<file path="config.mk">
export PLATFORM = sky130hd
export DESIGN_NAME = cos_operand_status
export DESIGN_NICKNAME = d
export VERILOG_FILES = /design/src/rtl/cos_operand_status.v
export VERILOG_INCLUDE_DIRS = /design/src /design/src/rtl
export SDC_FILE = /design/constraint.sdc
export NUM_CORES = 1
export LEC_CHECK = 0
export BUFFER_PORTS_ARGS = -buffer_cell sky130_fd_sc_hd__buf_2
export CAP_MARGIN = 0
export CORE_MARGIN = 8
export CORE_UTILIZATION = 40
export CTS_BUF_LIST = sky130_fd_sc_hd__clkbuf_8
export DETAILED_ROUTE_END_ITERATION = 8
export GPL_TIMING_DRIVEN = 0
export SYNTH_ARGS = -nofsm -noshare
export SYNTH_HDL_FRONTEND = slang
export SYNTH_SLANG_ARGS = --single-unit
</file>
<file path="constraint.sdc">
create_clock -name i_sys_clk -period 11.1 [get_ports i_sys_clk]
set_clock_uncertainty 0.2 [all_clocks]
set_input_delay 0 -clock i_sys_clk [delete_from_list [all_inputs] [get_ports i_sys_clk]]
set_output_delay 0 -clock i_sys_clk [all_outputs]
set_load 0.03 [all_outputs]
</file>
<file path="src/rtl/cos_defines.vh">
// constants for the operand and status logic of the core
// Function
// - add sets overflow on same-sign wrong-sign result
// - subtract and compare overflow on mixed-sign flip
// - upper clock bit stops unused oscillator dc generator
// - lower clock bit halts locked-loop control
// - xtal stop bit stops unused crystal oscillator
// - core halt bit stops instruction execution
// - maskable interrupts pass only while permitted
// - word result bit 15 loads msb flag
// - byte result bit 7 loads msb flag
// - all-clear flag set on zero result
// - top-spill flag follows carry out
// - two registers supply six source constants
// - constant registers act as sources only
// - twelve general registers, byte and word access
// - seven source, four destination modes; 00/0 register
// - indexed mode addresses register plus offset word
// - indexed on instruction pointer gives symbolic address
// - indexed on status register gives absolute address
// - source mode 10 uses register as pointer
// - mode 11 fetches then increments by 1 or 2
// - mode 11 on instruction pointer gives immediate
// - destinations: register, indexed, symbolic, absolute
// - byte register writes clear upper byte
// - status word ordinary only as word register
`ifndef COS_DEFINES_VH
`define COS_DEFINES_VH

// status word bit positions
`define COS_SR_C      0
`define COS_SR_Z      1
`define COS_SR_N      2
`define COS_SR_GIE    3
`define COS_SR_HALT   4
`define COS_SR_XOFF   5
`define COS_SR_LCLK   6
`define COS_SR_UCLK   7
`define COS_SR_V      8
`define COS_SR_W      9
`define COS_SR_RST    9'h000
`define COS_SR_PAD    7'h00

// register numbers
`define COS_R_PC      4'h0
`define COS_R_SP      4'h1
`define COS_R_SR      4'h2
`define COS_R_CG      4'h3
`define COS_R_GP0     4'h4

// addressing mode codes
`define COS_AS_REG    2'b00
`define COS_AS_IDX    2'b01
`define COS_AS_IND    2'b10
`define COS_AS_INC    2'b11

// constant generator values
`define COS_K_0       16'h0000
`define COS_K_1       16'h0001
`define COS_K_2       16'h0002
`define COS_K_4       16'h0004
`define COS_K_8       16'h0008
`define COS_K_M1      16'hffff

// autoincrement steps and byte handling
`define COS_INC_B     16'h0001
`define COS_INC_W     16'h0002
`define COS_LO_MASK   16'h00ff
`define COS_MSB_B     7
`define COS_MSB_W     15
`define COS_NGPR      12

// flag update kinds
`define COS_K_OTHER   2'b00
`define COS_K_ADD     2'b01
`define COS_K_SUB     2'b10

`define COS_ZERO16    16'h0000

`endif

</file>
<file path="src/rtl/cos_operand_status.v">
// operand decode, constant sources, registers and status word
//
// Our own choices: the register addresses and strobed register access.
`timescale 1ns/1ps
`include "cos_defines.vh"

module cos_operand_status (
  // clock and reset
  input  wire        i_sys_clk,
  input  wire        i_sys_rst,
  // register port
  input  wire [3:0]  i_reg_addr,
  input  wire [15:0] i_reg_wdata,
  input  wire        i_reg_wr,
  input  wire        i_reg_rd,
  output reg  [15:0] o_reg_rdata,
  // operand decode request
  input  wire        i_dec_valid,
  input  wire        i_dec_byte,
  input  wire [3:0]  i_src_reg,
  input  wire [1:0]  i_src_mode,
  input  wire [15:0] i_src_ext,
  input  wire [3:0]  i_dst_reg,
  input  wire        i_dst_mode,
  input  wire [15:0] i_dst_ext,
  input  wire [15:0] i_pc,
  input  wire [15:0] i_sp,
  // operand decode answer
  output reg         o_dec_valid,
  output reg  [15:0] o_src_val,
  output reg  [15:0] o_src_addr,
  output reg         o_src_fetch,
  output reg         o_src_ext_used,
  output reg  [15:0] o_dst_val,
  output reg  [15:0] o_dst_addr,
  output reg         o_dst_mem,
  output reg         o_dst_ext_used,
  // flag update from alu
  input  wire        i_alu_valid,
  input  wire [1:0]  i_alu_kind,
  input  wire        i_alu_byte,
  input  wire [15:0] i_alu_a,
  input  wire [15:0] i_alu_b,
  input  wire [15:0] i_alu_res,
  input  wire        i_alu_carry,
  input  wire        i_alu_v,
  // register writeback
  input  wire        i_wb_en,
  input  wire        i_wb_byte,
  input  wire [3:0]  i_wb_reg,
  input  wire [15:0] i_wb_data,
  // interrupt and clock selection
  input  wire        i_irq_req,
  input  wire        i_dco_main,
  input  wire        i_dco_sub,
  input  wire        i_xt_main,
  input  wire        i_xt_sub,
  // core and clock control
  output reg         o_irq_take,
  output reg         o_core_halt,
  output reg         o_dco_dc_off,
  output reg         o_fll_hold,
  output reg         o_xtal_stop,
  output reg  [15:0] o_status
);

  reg [`COS_SR_W-1:0] sr_q;
  reg [`COS_SR_W-1:0] sr_d;
  reg [15:0]          gpr_q [0:11];
  reg [15:0]          src_val_d;
  reg [15:0]          src_addr_d;
  reg                 src_fetch_d;
  reg                 src_ext_d;
  reg                 inc_d;
  reg [15:0]          dst_val_d;
  reg [15:0]          dst_addr_d;
  reg                 dst_mem_d;
  reg                 dst_ext_d;
  reg [15:0]          rd_d;
  reg [15:0]          wb_val;
  reg                 sa;
  reg                 sb;
  reg                 sres;
  integer             k;

  // general register slot from register number
  function [3:0] gidx;
    input [3:0] r;
    begin
      gidx = r - `COS_R_GP0;
    end
  endfunction

  // current value of any register as an address base
  function [15:0] rval;
    input [3:0] r;
    begin
      case (r)
        `COS_R_PC: rval = i_pc;
        `COS_R_SP: rval = i_sp;
        `COS_R_SR: rval = {`COS_SR_PAD, sr_q};
        `COS_R_CG: rval = `COS_K_0;
        default:   rval = gpr_q[gidx(r)];
      endcase
    end
  endfunction

  // sign bit of a byte or word value
  function sgn;
    input [15:0] v;
    input        b;
    begin
      sgn = b ? v[`COS_MSB_B] : v[`COS_MSB_W];
    end
  endfunction

  // source operand decode
  always @* begin
    src_val_d   = `COS_ZERO16;
    src_addr_d  = `COS_ZERO16;
    src_fetch_d = 1'b0;
    src_ext_d   = 1'b0;
    inc_d       = 1'b0;
    case (i_src_mode)
      `COS_AS_REG: begin
        if (i_src_reg == `COS_R_CG)
          src_val_d = `COS_K_0;
        else
          src_val_d = rval(i_src_reg);
      end
      `COS_AS_IDX: begin
        if (i_src_reg == `COS_R_CG) begin
          src_val_d = `COS_K_1;
        end else begin
          src_fetch_d = 1'b1;
          src_ext_d   = 1'b1;
          if (i_src_reg == `COS_R_SR)
            src_addr_d = i_src_ext;
          else
            // pc base covers symbolic form
            src_addr_d = rval(i_src_reg) + i_src_ext;
        end
      end
      `COS_AS_IND: begin
        if (i_src_reg == `COS_R_SR)
          src_val_d = `COS_K_4;
        else if (i_src_reg == `COS_R_CG)
          src_val_d = `COS_K_2;
        else begin
          src_addr_d  = rval(i_src_reg);
          src_fetch_d = 1'b1;
        end
      end
      `COS_AS_INC: begin
        if (i_src_reg == `COS_R_SR)
          src_val_d = `COS_K_8;
        else if (i_src_reg == `COS_R_CG)
          src_val_d = `COS_K_M1;
        else if (i_src_reg == `COS_R_PC) begin
          src_val_d = i_src_ext;
          src_ext_d = 1'b1;
        end else begin
          src_addr_d  = rval(i_src_reg);
          src_fetch_d = 1'b1;
          // stack pointer lives outside; only r4..r15 step here
          inc_d = (i_src_reg >= `COS_R_GP0);
        end
      end
      default: src_val_d = `COS_ZERO16;
    endcase
  end

  // destination decode, no indirect forms exist here
  always @* begin
    dst_val_d  = `COS_ZERO16;
    dst_addr_d = `COS_ZERO16;
    dst_mem_d  = 1'b0;
    dst_ext_d  = 1'b0;
    if (!i_dst_mode) begin
      dst_val_d = rval(i_dst_reg);
    end else begin
      dst_mem_d = 1'b1;
      dst_ext_d = 1'b1;
      if (i_dst_reg == `COS_R_SR)
        dst_addr_d = i_dst_ext;
      else
        dst_addr_d = rval(i_dst_reg) + i_dst_ext;
    end
  end

  // status word next value: alu, then writeback, then port
  always @* begin
    sr_d = sr_q;
    sa   = sgn(i_alu_a, i_alu_byte);
    sb   = sgn(i_alu_b, i_alu_byte);
    sres = sgn(i_alu_res, i_alu_byte);
    if (i_alu_valid) begin
      sr_d[`COS_SR_N] = sres;
      sr_d[`COS_SR_C] = i_alu_carry;
      if (i_alu_byte)
        sr_d[`COS_SR_Z] = ((i_alu_res & `COS_LO_MASK)
                           == `COS_ZERO16);
      else
        sr_d[`COS_SR_Z] = (i_alu_res == `COS_ZERO16);
      case (i_alu_kind)
        `COS_K_ADD: sr_d[`COS_SR_V] = (sa == sb) & (sres != sa);
        `COS_K_SUB: sr_d[`COS_SR_V] = (sa != sb) & (sres != sa);
        default:    sr_d[`COS_SR_V] = i_alu_v;
      endcase
    end
    // byte writes to the status word are not ordinary accesses
    if (i_wb_en && !i_wb_byte && i_wb_reg == `COS_R_SR)
      sr_d = i_wb_data[`COS_SR_W-1:0];
    if (i_reg_wr && i_reg_addr == `COS_R_SR)
      sr_d = i_reg_wdata[`COS_SR_W-1:0];
  end

  // writeback value with byte clearing
  always @* begin
    if (i_wb_byte)
      wb_val = i_wb_data & `COS_LO_MASK;
    else
      wb_val = i_wb_data;
  end

  // port read data, unmapped numbers read zero
  always @* begin
    if (i_reg_addr == `COS_R_SR)
      rd_d = {`COS_SR_PAD, sr_q};
    else if (i_reg_addr >= `COS_R_GP0)
      rd_d = gpr_q[gidx(i_reg_addr)];
    else
      rd_d = `COS_ZERO16;
  end

  // general registers
  always @(posedge i_sys_clk) begin
    if (i_sys_rst) begin
      for (k = 0; k < `COS_NGPR; k = k + 1)
        gpr_q[k] <= `COS_ZERO16;
    end else begin
      if (i_dec_valid && inc_d) begin
        if (i_dec_byte)
          gpr_q[gidx(i_src_reg)] <= rval(i_src_reg) + `COS_INC_B;
        else
          gpr_q[gidx(i_src_reg)] <= rval(i_src_reg) + `COS_INC_W;
      end
      // constant register and pc/sp writes never land here
      if (i_wb_en && i_wb_reg >= `COS_R_GP0)
        gpr_q[gidx(i_wb_reg)] <= wb_val;
      if (i_reg_wr && i_reg_addr >= `COS_R_GP0)
        gpr_q[gidx(i_reg_addr)] <= i_reg_wdata;
    end
  end

  // status word and registered outputs
  always @(posedge i_sys_clk) begin
    if (i_sys_rst) begin
      sr_q           <= `COS_SR_RST;
      o_reg_rdata    <= `COS_ZERO16;
      o_dec_valid    <= 1'b0;
      o_src_val      <= `COS_ZERO16;
      o_src_addr     <= `COS_ZERO16;
      o_src_fetch    <= 1'b0;
      o_src_ext_used <= 1'b0;
      o_dst_val      <= `COS_ZERO16;
      o_dst_addr     <= `COS_ZERO16;
      o_dst_mem      <= 1'b0;
      o_dst_ext_used <= 1'b0;
      o_irq_take     <= 1'b0;
      o_core_halt    <= 1'b0;
      o_dco_dc_off   <= 1'b0;
      o_fll_hold     <= 1'b0;
      o_xtal_stop    <= 1'b0;
      o_status       <= `COS_ZERO16;
    end else begin
      sr_q        <= sr_d;
      o_reg_rdata <= i_reg_rd ? rd_d : `COS_ZERO16;
      o_dec_valid <= i_dec_valid;
      if (i_dec_valid) begin
        o_src_val      <= src_val_d;
        o_src_addr     <= src_addr_d;
        o_src_fetch    <= src_fetch_d;
        o_src_ext_used <= src_ext_d;
        o_dst_val      <= dst_val_d;
        o_dst_addr     <= dst_addr_d;
        o_dst_mem      <= dst_mem_d;
        o_dst_ext_used <= dst_ext_d;
      end
      // controls follow the stored word, one cycle behind
      o_irq_take   <= i_irq_req & sr_q[`COS_SR_GIE];
      o_core_halt  <= sr_q[`COS_SR_HALT];
      // an oscillator in use as a clock is never stopped
      o_dco_dc_off <= sr_q[`COS_SR_UCLK]
                      & ~(i_dco_main | i_dco_sub);
      o_fll_hold   <= sr_q[`COS_SR_LCLK];
      o_xtal_stop  <= sr_q[`COS_SR_XOFF]
                      & ~(i_xt_main | i_xt_sub);
      o_status     <= {`COS_SR_PAD, sr_q};
    end
  end

endmodule // cos_operand_status

</file>
==> After elaboration in Yosys (flattened, before gate mapping) <==
Memories as Yosys holds them, arrays and structs flattened.
Cells that the tools add are included.
Widths: inputs -> output; s select.
{ "classes": {"addsub": 8, "n_lt_le_gt_ge": 3, "n_eq_ne": 16, "mux": 89, "n_bitwise": 12, "n_reduce_logical": 19} }
{ "ops": {"columns": ["op", "n"], "rows": [
  ["$mux 16", 31],
  ["$pmux 16 s4", 3],
  ["$pmux 16 s3", 3],
  ["$reduce_or 16->1", 3],
  ["$mux 1", 38],
  ["$mux 9", 4],
  ["$add 16x16->16", 2],
  ["$logic_not 16->1", 2],
  ["$pmux 16 s2", 1],
  ["$eq 4x2->1 const B", 6],
  ["$add 16x1->16 const B", 1],
  ["$add 16x2->16 const B", 1],
  ["$sub 4x3->4 const B", 4],
  ["$ge 4x3->1 const B", 3],
  ["$mux 4", 3],
  ["$eq 4x1->1 const B", 2],
  ["$logic_not 4->1", 2],
  ["$eq 2x2->1 const B", 3],
  ["$logic_and 1x1->1", 6],
  ["$mux 3", 2],
  ["$and 1x1->1", 5],
  ["$eq 2x1->1 const B", 2],
  ["$not 1->1", 4],
  ["$pmux 1 s2", 2],
  ["other kinds (11)", 14]
]} }
{ "totals": {"register_bits": 114, "mem_bits_rw": 192, "out_inout_bits": 106, "elab_cells": 167, "n_memories": 1} }
{ "mem_list": {"columns": ["memory", "depth", "word_bits", "read_ports", "rd_ports_with_merged_regs", "wr", "line", "rtl"], "rows": [
  ["gpr_q", 12, 16, 3, 0, 12, "cos_operand_status.v:69", "reg [15:0] gpr_q [0:11];"]
]} }

==> Longest topological paths before layout <==
{ "depth": {"word_depth": 12, "depth_mapped": 23, "ltp_nobuf": 19} }

==> Worst setup path before layout <==
Ideal clock, no wire load.
{ "synth_timing": {"path_kind": "input-to-reg", "startpoint": "input port i_dst_reg[0]", "endpoint": "register o_dst_addr[14]", "setup_time_ns": 0.122, "t_arrival_ns": 4.395, "setup_slack_ns": 6.383, "path_stages": 17, "path_buffers": 3, "cell_sequence": "clkbuf_1 -> buf_2 -> buf_2 -> mux4_2 -> mux4_2 -> a22oi_1 -> o221ai_1 -> ha_1 -> fa_1 -> a21o_1 -> a21oi_1 -> o21bai_1 -> a21oi_1 -> o21bai_1 -> a211oi_1 -> a21oi_1 -> a311o_1"} }
{ "synth_between": {"elab_chain_cells": 8} }
{ "synth_rtl": {"columns": ["item", "line", "rtl"], "rows": [
  ["start: declaration", "cos_operand_status.v:23", "input wire [3:0] i_dst_reg,"],
  ["$sub 4x3->4 (no source line)", null, null],
  ["$mem_v2 12x16", null, null],
  ["$pmux 16 s3", "cos_operand_status.v:98", "case (r)"],
  ["$mux 16", "cos_operand_status.v:184", "if (i_dst_reg == `COS_R_SR)"],
  ["$mux 16", "cos_operand_status.v:179", "if (!i_dst_mode) begin"],
  ["$add 16x16->16", "cos_operand_status.v:187", "dst_addr_d = rval(i_dst_reg) + i_dst_ext;"],
  ["$mux 16 *", "cos_operand_status.v:184", null],
  ["$mux 16 *", "cos_operand_status.v:179", null],
  ["end signal: assignment", "cos_operand_status.v:267", "o_dst_addr <= `COS_ZERO16;"],
  ["end signal: assignment", "cos_operand_status.v:286", "o_dst_addr <= dst_addr_d;"],
  ["end: declaration", "cos_operand_status.v:35", "output reg [15:0] o_dst_addr,"]
]} }
Mark *: on every way between the ends. The rest lies on a longest branch, timed or not. The select of a mux whose other input is x is not followed.
A chain may end at the register's enable or synchronous reset.

==> Worst setup path in the final report <==
{ "layout_timing": {"startpoint": "input port i_dst_reg[2]", "endpoint": "register o_dst_addr[10]"} }
Same word-level chain as after synthesis.

==> results.toml <==
[finish]
final_util_pct = 48.8
layout-drive-gt1-share_pct = 21.4
nFillCells = 6257
area_delta_synth_final_pct = 20.8
fin_nets = 3417
final_common_cell = "nand2_1"
final_cell_mix = "nand2_1 (474), edfxtp_1 (256), buf_2 (255), mux4_2 (219)"
final_cells = 4114

[route]
wl_per_cell_um = 31.6
ant_nets = 0
via_count = 27200
vias_per_cell = 6.62
drtIter0Drc = 3799
wl_um = 130000
route.detailed.drc = 0
first_pass_iters = 6

[critical_path]
ff2ff_setup_slack_ns = 5.12
critPathLaunch = "i_dst_reg[2]"
setup.worst_path.start_class = "primary input"
r2r_start = "gpr_q[2][0]$_DFFE_PP_"
worst-setup-path-type = "in -> reg"
worstPathRequired_ns = 11.44
end_kind = "flip-flop"
arrival_ns = 7.03
crit_fanout = 10

[power]
power_switching_uw = 1410
p_int_uw = 2670
leakage_uw = 0.0120
p_seq_share_pct = 38.7
vdd_drop_max_mv = 0.0664
switching_share_pct = 34.6
power_frac_comb_pct = 28.0
clockPowerShare_pct = 33.3
power_density_nw_per_um2 = 125

[cts]
cts_tree = "built"
cts_inserted_buffers = 69
h-tree-depth = 3
clockBufferDepth = 3
cts.clk_slew.worst_paths_ns = 0.06
cts-root-buf = "clkbuf_8"
post_cts_resized = 0
worstSkewPairLatency_ns = 0.68
cts.sinks = 361

[yosys]
synthCells = 2682
yosys_most_used_dff = "edfxtp_1"
yosys_register_bits = 361
ys_seq_area_share_pct = 36.2
async_flop_share_pct = 0
synth.distinct_cells = 86
ys_warn_count = 0
syn-mean-instance-area_um2 = 10.1
synth_enable_flop_cells = 256
synth.cell_area_um2 = 27100

[place]
place_inst = 3795
gp_routability_congestion = 1.04
port_buffers = 231
pre_cts_ws_ns = 4.55
dpl.hpwl_um = 104000

[global_route]
antenna_found_initial = 6
gr-total-overflow = 0
grt_pass1_vias = 26300
gr-usage-all-layers_pct = 32.6
grt_max_degree = 26
grt_pass1_wl_um = 185000

[sta]
max_slew.worst_pin.slew_ns = 1.36
setup_viol = 0
period_minus_slack_ns = 6.69
relSlewSlack_pct = 8.69
rsz0062_at_grt = "no"
layout_setup_ws_ns = 4.41
tns_ns = 0
min_period_over_period_pct = 60.2
whs_ns = 0.0327
finalHoldViolCount = 0
slew_violations = 0
fmax_mhz = 150

[job]
drv_cap = 0

[die]
die_w_um = 276
core_area_um2 = 67000
row_count = 95
initial_core_util_pct = 40.4
die_y_um = 276
ioPinCount = 288
die-area_um2 = 76200

[worst_hold_path]
worstHoldStart = "i_wb_en"
hold_class = "in -> reg"

[run_status]
status = "finished clean"
[registers in the layout, summed over array words and instances, names as in the netlist]
register	count
o_dst_addr	16
o_dst_val	16
o_src_fetch	1
o_xtal_stop	1
o_src_ext_used	1
o_src_addr	16
o_status	9
o_dst_ext_used	1
o_dco_dc_off	1
gpr_q	256
o_dec_valid	1
o_irq_take	1
sr_q	9
o_reg_rdata	16
o_src_val	16
[cells by family after synthesis]
logic type                 count (synthesis)  share of synthesized area (%)
muxes                                    309                           21.6
xor gates and xnor gates                  39                           1.66
and+or+nand+nor                          874                           13.9
adders and majority gates                 47                           2.23
DFF                                      361                           36.2
AOI/OAI and AO/OA                        718                           18.9
other                                      1                         0.0139
buffers and inverters                    333                           5.50
[path summary, 6_finish.rpt]
check,endpoint,cells past startpoint
setup / recovery,o_dst_addr[10]$_SDFFE_PP0P_,21
hold / removal,gpr_q[2][3]$_DFFE_PP_,5
setup reg to reg,o_dst_addr[10]$_SDFFE_PP0P_,17
hold reg to reg,o_src_addr[4]$_SDFFE_PP0P_,2
[cell usage after synthesis (30+ instances only)]
cell type	number	area (µm²)
o21ai_1	37	185
ha_1	45	563
nand2_1	474	1780
buf_1	41	154
nor3_1	51	255
o21ai_0	131	656
mux4_2	219	4930
a22oi_1	110	826
inv_1	53	199
nor2_1	195	732
edfxtp_1	256	7690
clkbuf_1	182	683
mux2i_1	73	731
a21oi_1	140	701
dfxtp_1	105	2100
o221ai_1	94	823
o22ai_1	30	188
nor2b_1	37	231
[metrics by stage]
step	instance area, µm²	total power, µW
floorplan	27100	2240
global placement	29300	2610
detailed placement	29400	2630
CTS	32700	4030
global route	32700	4180
finish	32700	4080
[metal layers]
| layer | global-route usage, % | part of all wire (%) | vias up |
|---|---|---|---|
| met3 | 8.96 | 12 | 447 |
| met4 | 16.9 | 5.8 | 2 |
| met2 | 52.0 | 45 | 2174 |
| met1 | 40.3 | 36 | 13300 |
| li1 | - | - | 11300 |
| met5 | 0 | 0.012 | - |
[cell type report]
class / count / area, µm² / share of cell area, %
well taps: 873 / 1090 / 3.34
clock inverters: 45 / 299 / 0.915
plain buffers: 277 / 1280 / 3.93
multi-input cells: 1994 / 15800 / 48.4
flip-flops and latches: 361 / 9790 / 29.9
diodes: 4 / 10.0 / 0.0306
inverters: 56 / 210 / 0.643
clock buffers: 75 / 1030 / 3.16
repair buffers: 429 / 3150 / 9.63
[power by group through the flow]
stage | Sequential [µW] | Clock [µW] | Combinational (µW)
final | 1580 | 1360 | 1140
after global routing | 1580 | 1410 | 1200
after CTS | 1570 | 1350 | 1110
after detailed placement | 1600 | 0 | 1040
after global placement | 1600 | 0 | 1020
after floorplan | 1610 | 0 | 638
[what timing repair did]
action	CTS	global route
setup buffers	0	0
hold endpoints to repair	215	0
hold buffers	195	0
[worst max-delay path: stages]
cell and delay (ns):
clkbuf_1 0.59, buf_1 0.76, inv_1 0.20, ha_1 0.34
buf_1 0.54, mux4_2 0.51, a22oi_1 0.23, o221ai_1 0.26
ha_1 0.30, fa_1 0.43, a21o_1 0.17, a21oi_1 0.23
o21bai_1 0.10, a21oi_1 0.22, o21bai_1 0.12, a211oi_1 0.42
xor2_1 0.18, o21ai_0 0.08, dlygate4sd3_1 0.57, a22o_1 0.19
dlygate4sd3_1 0.56
No activity file was read; power rests on OpenSTA's default activity.
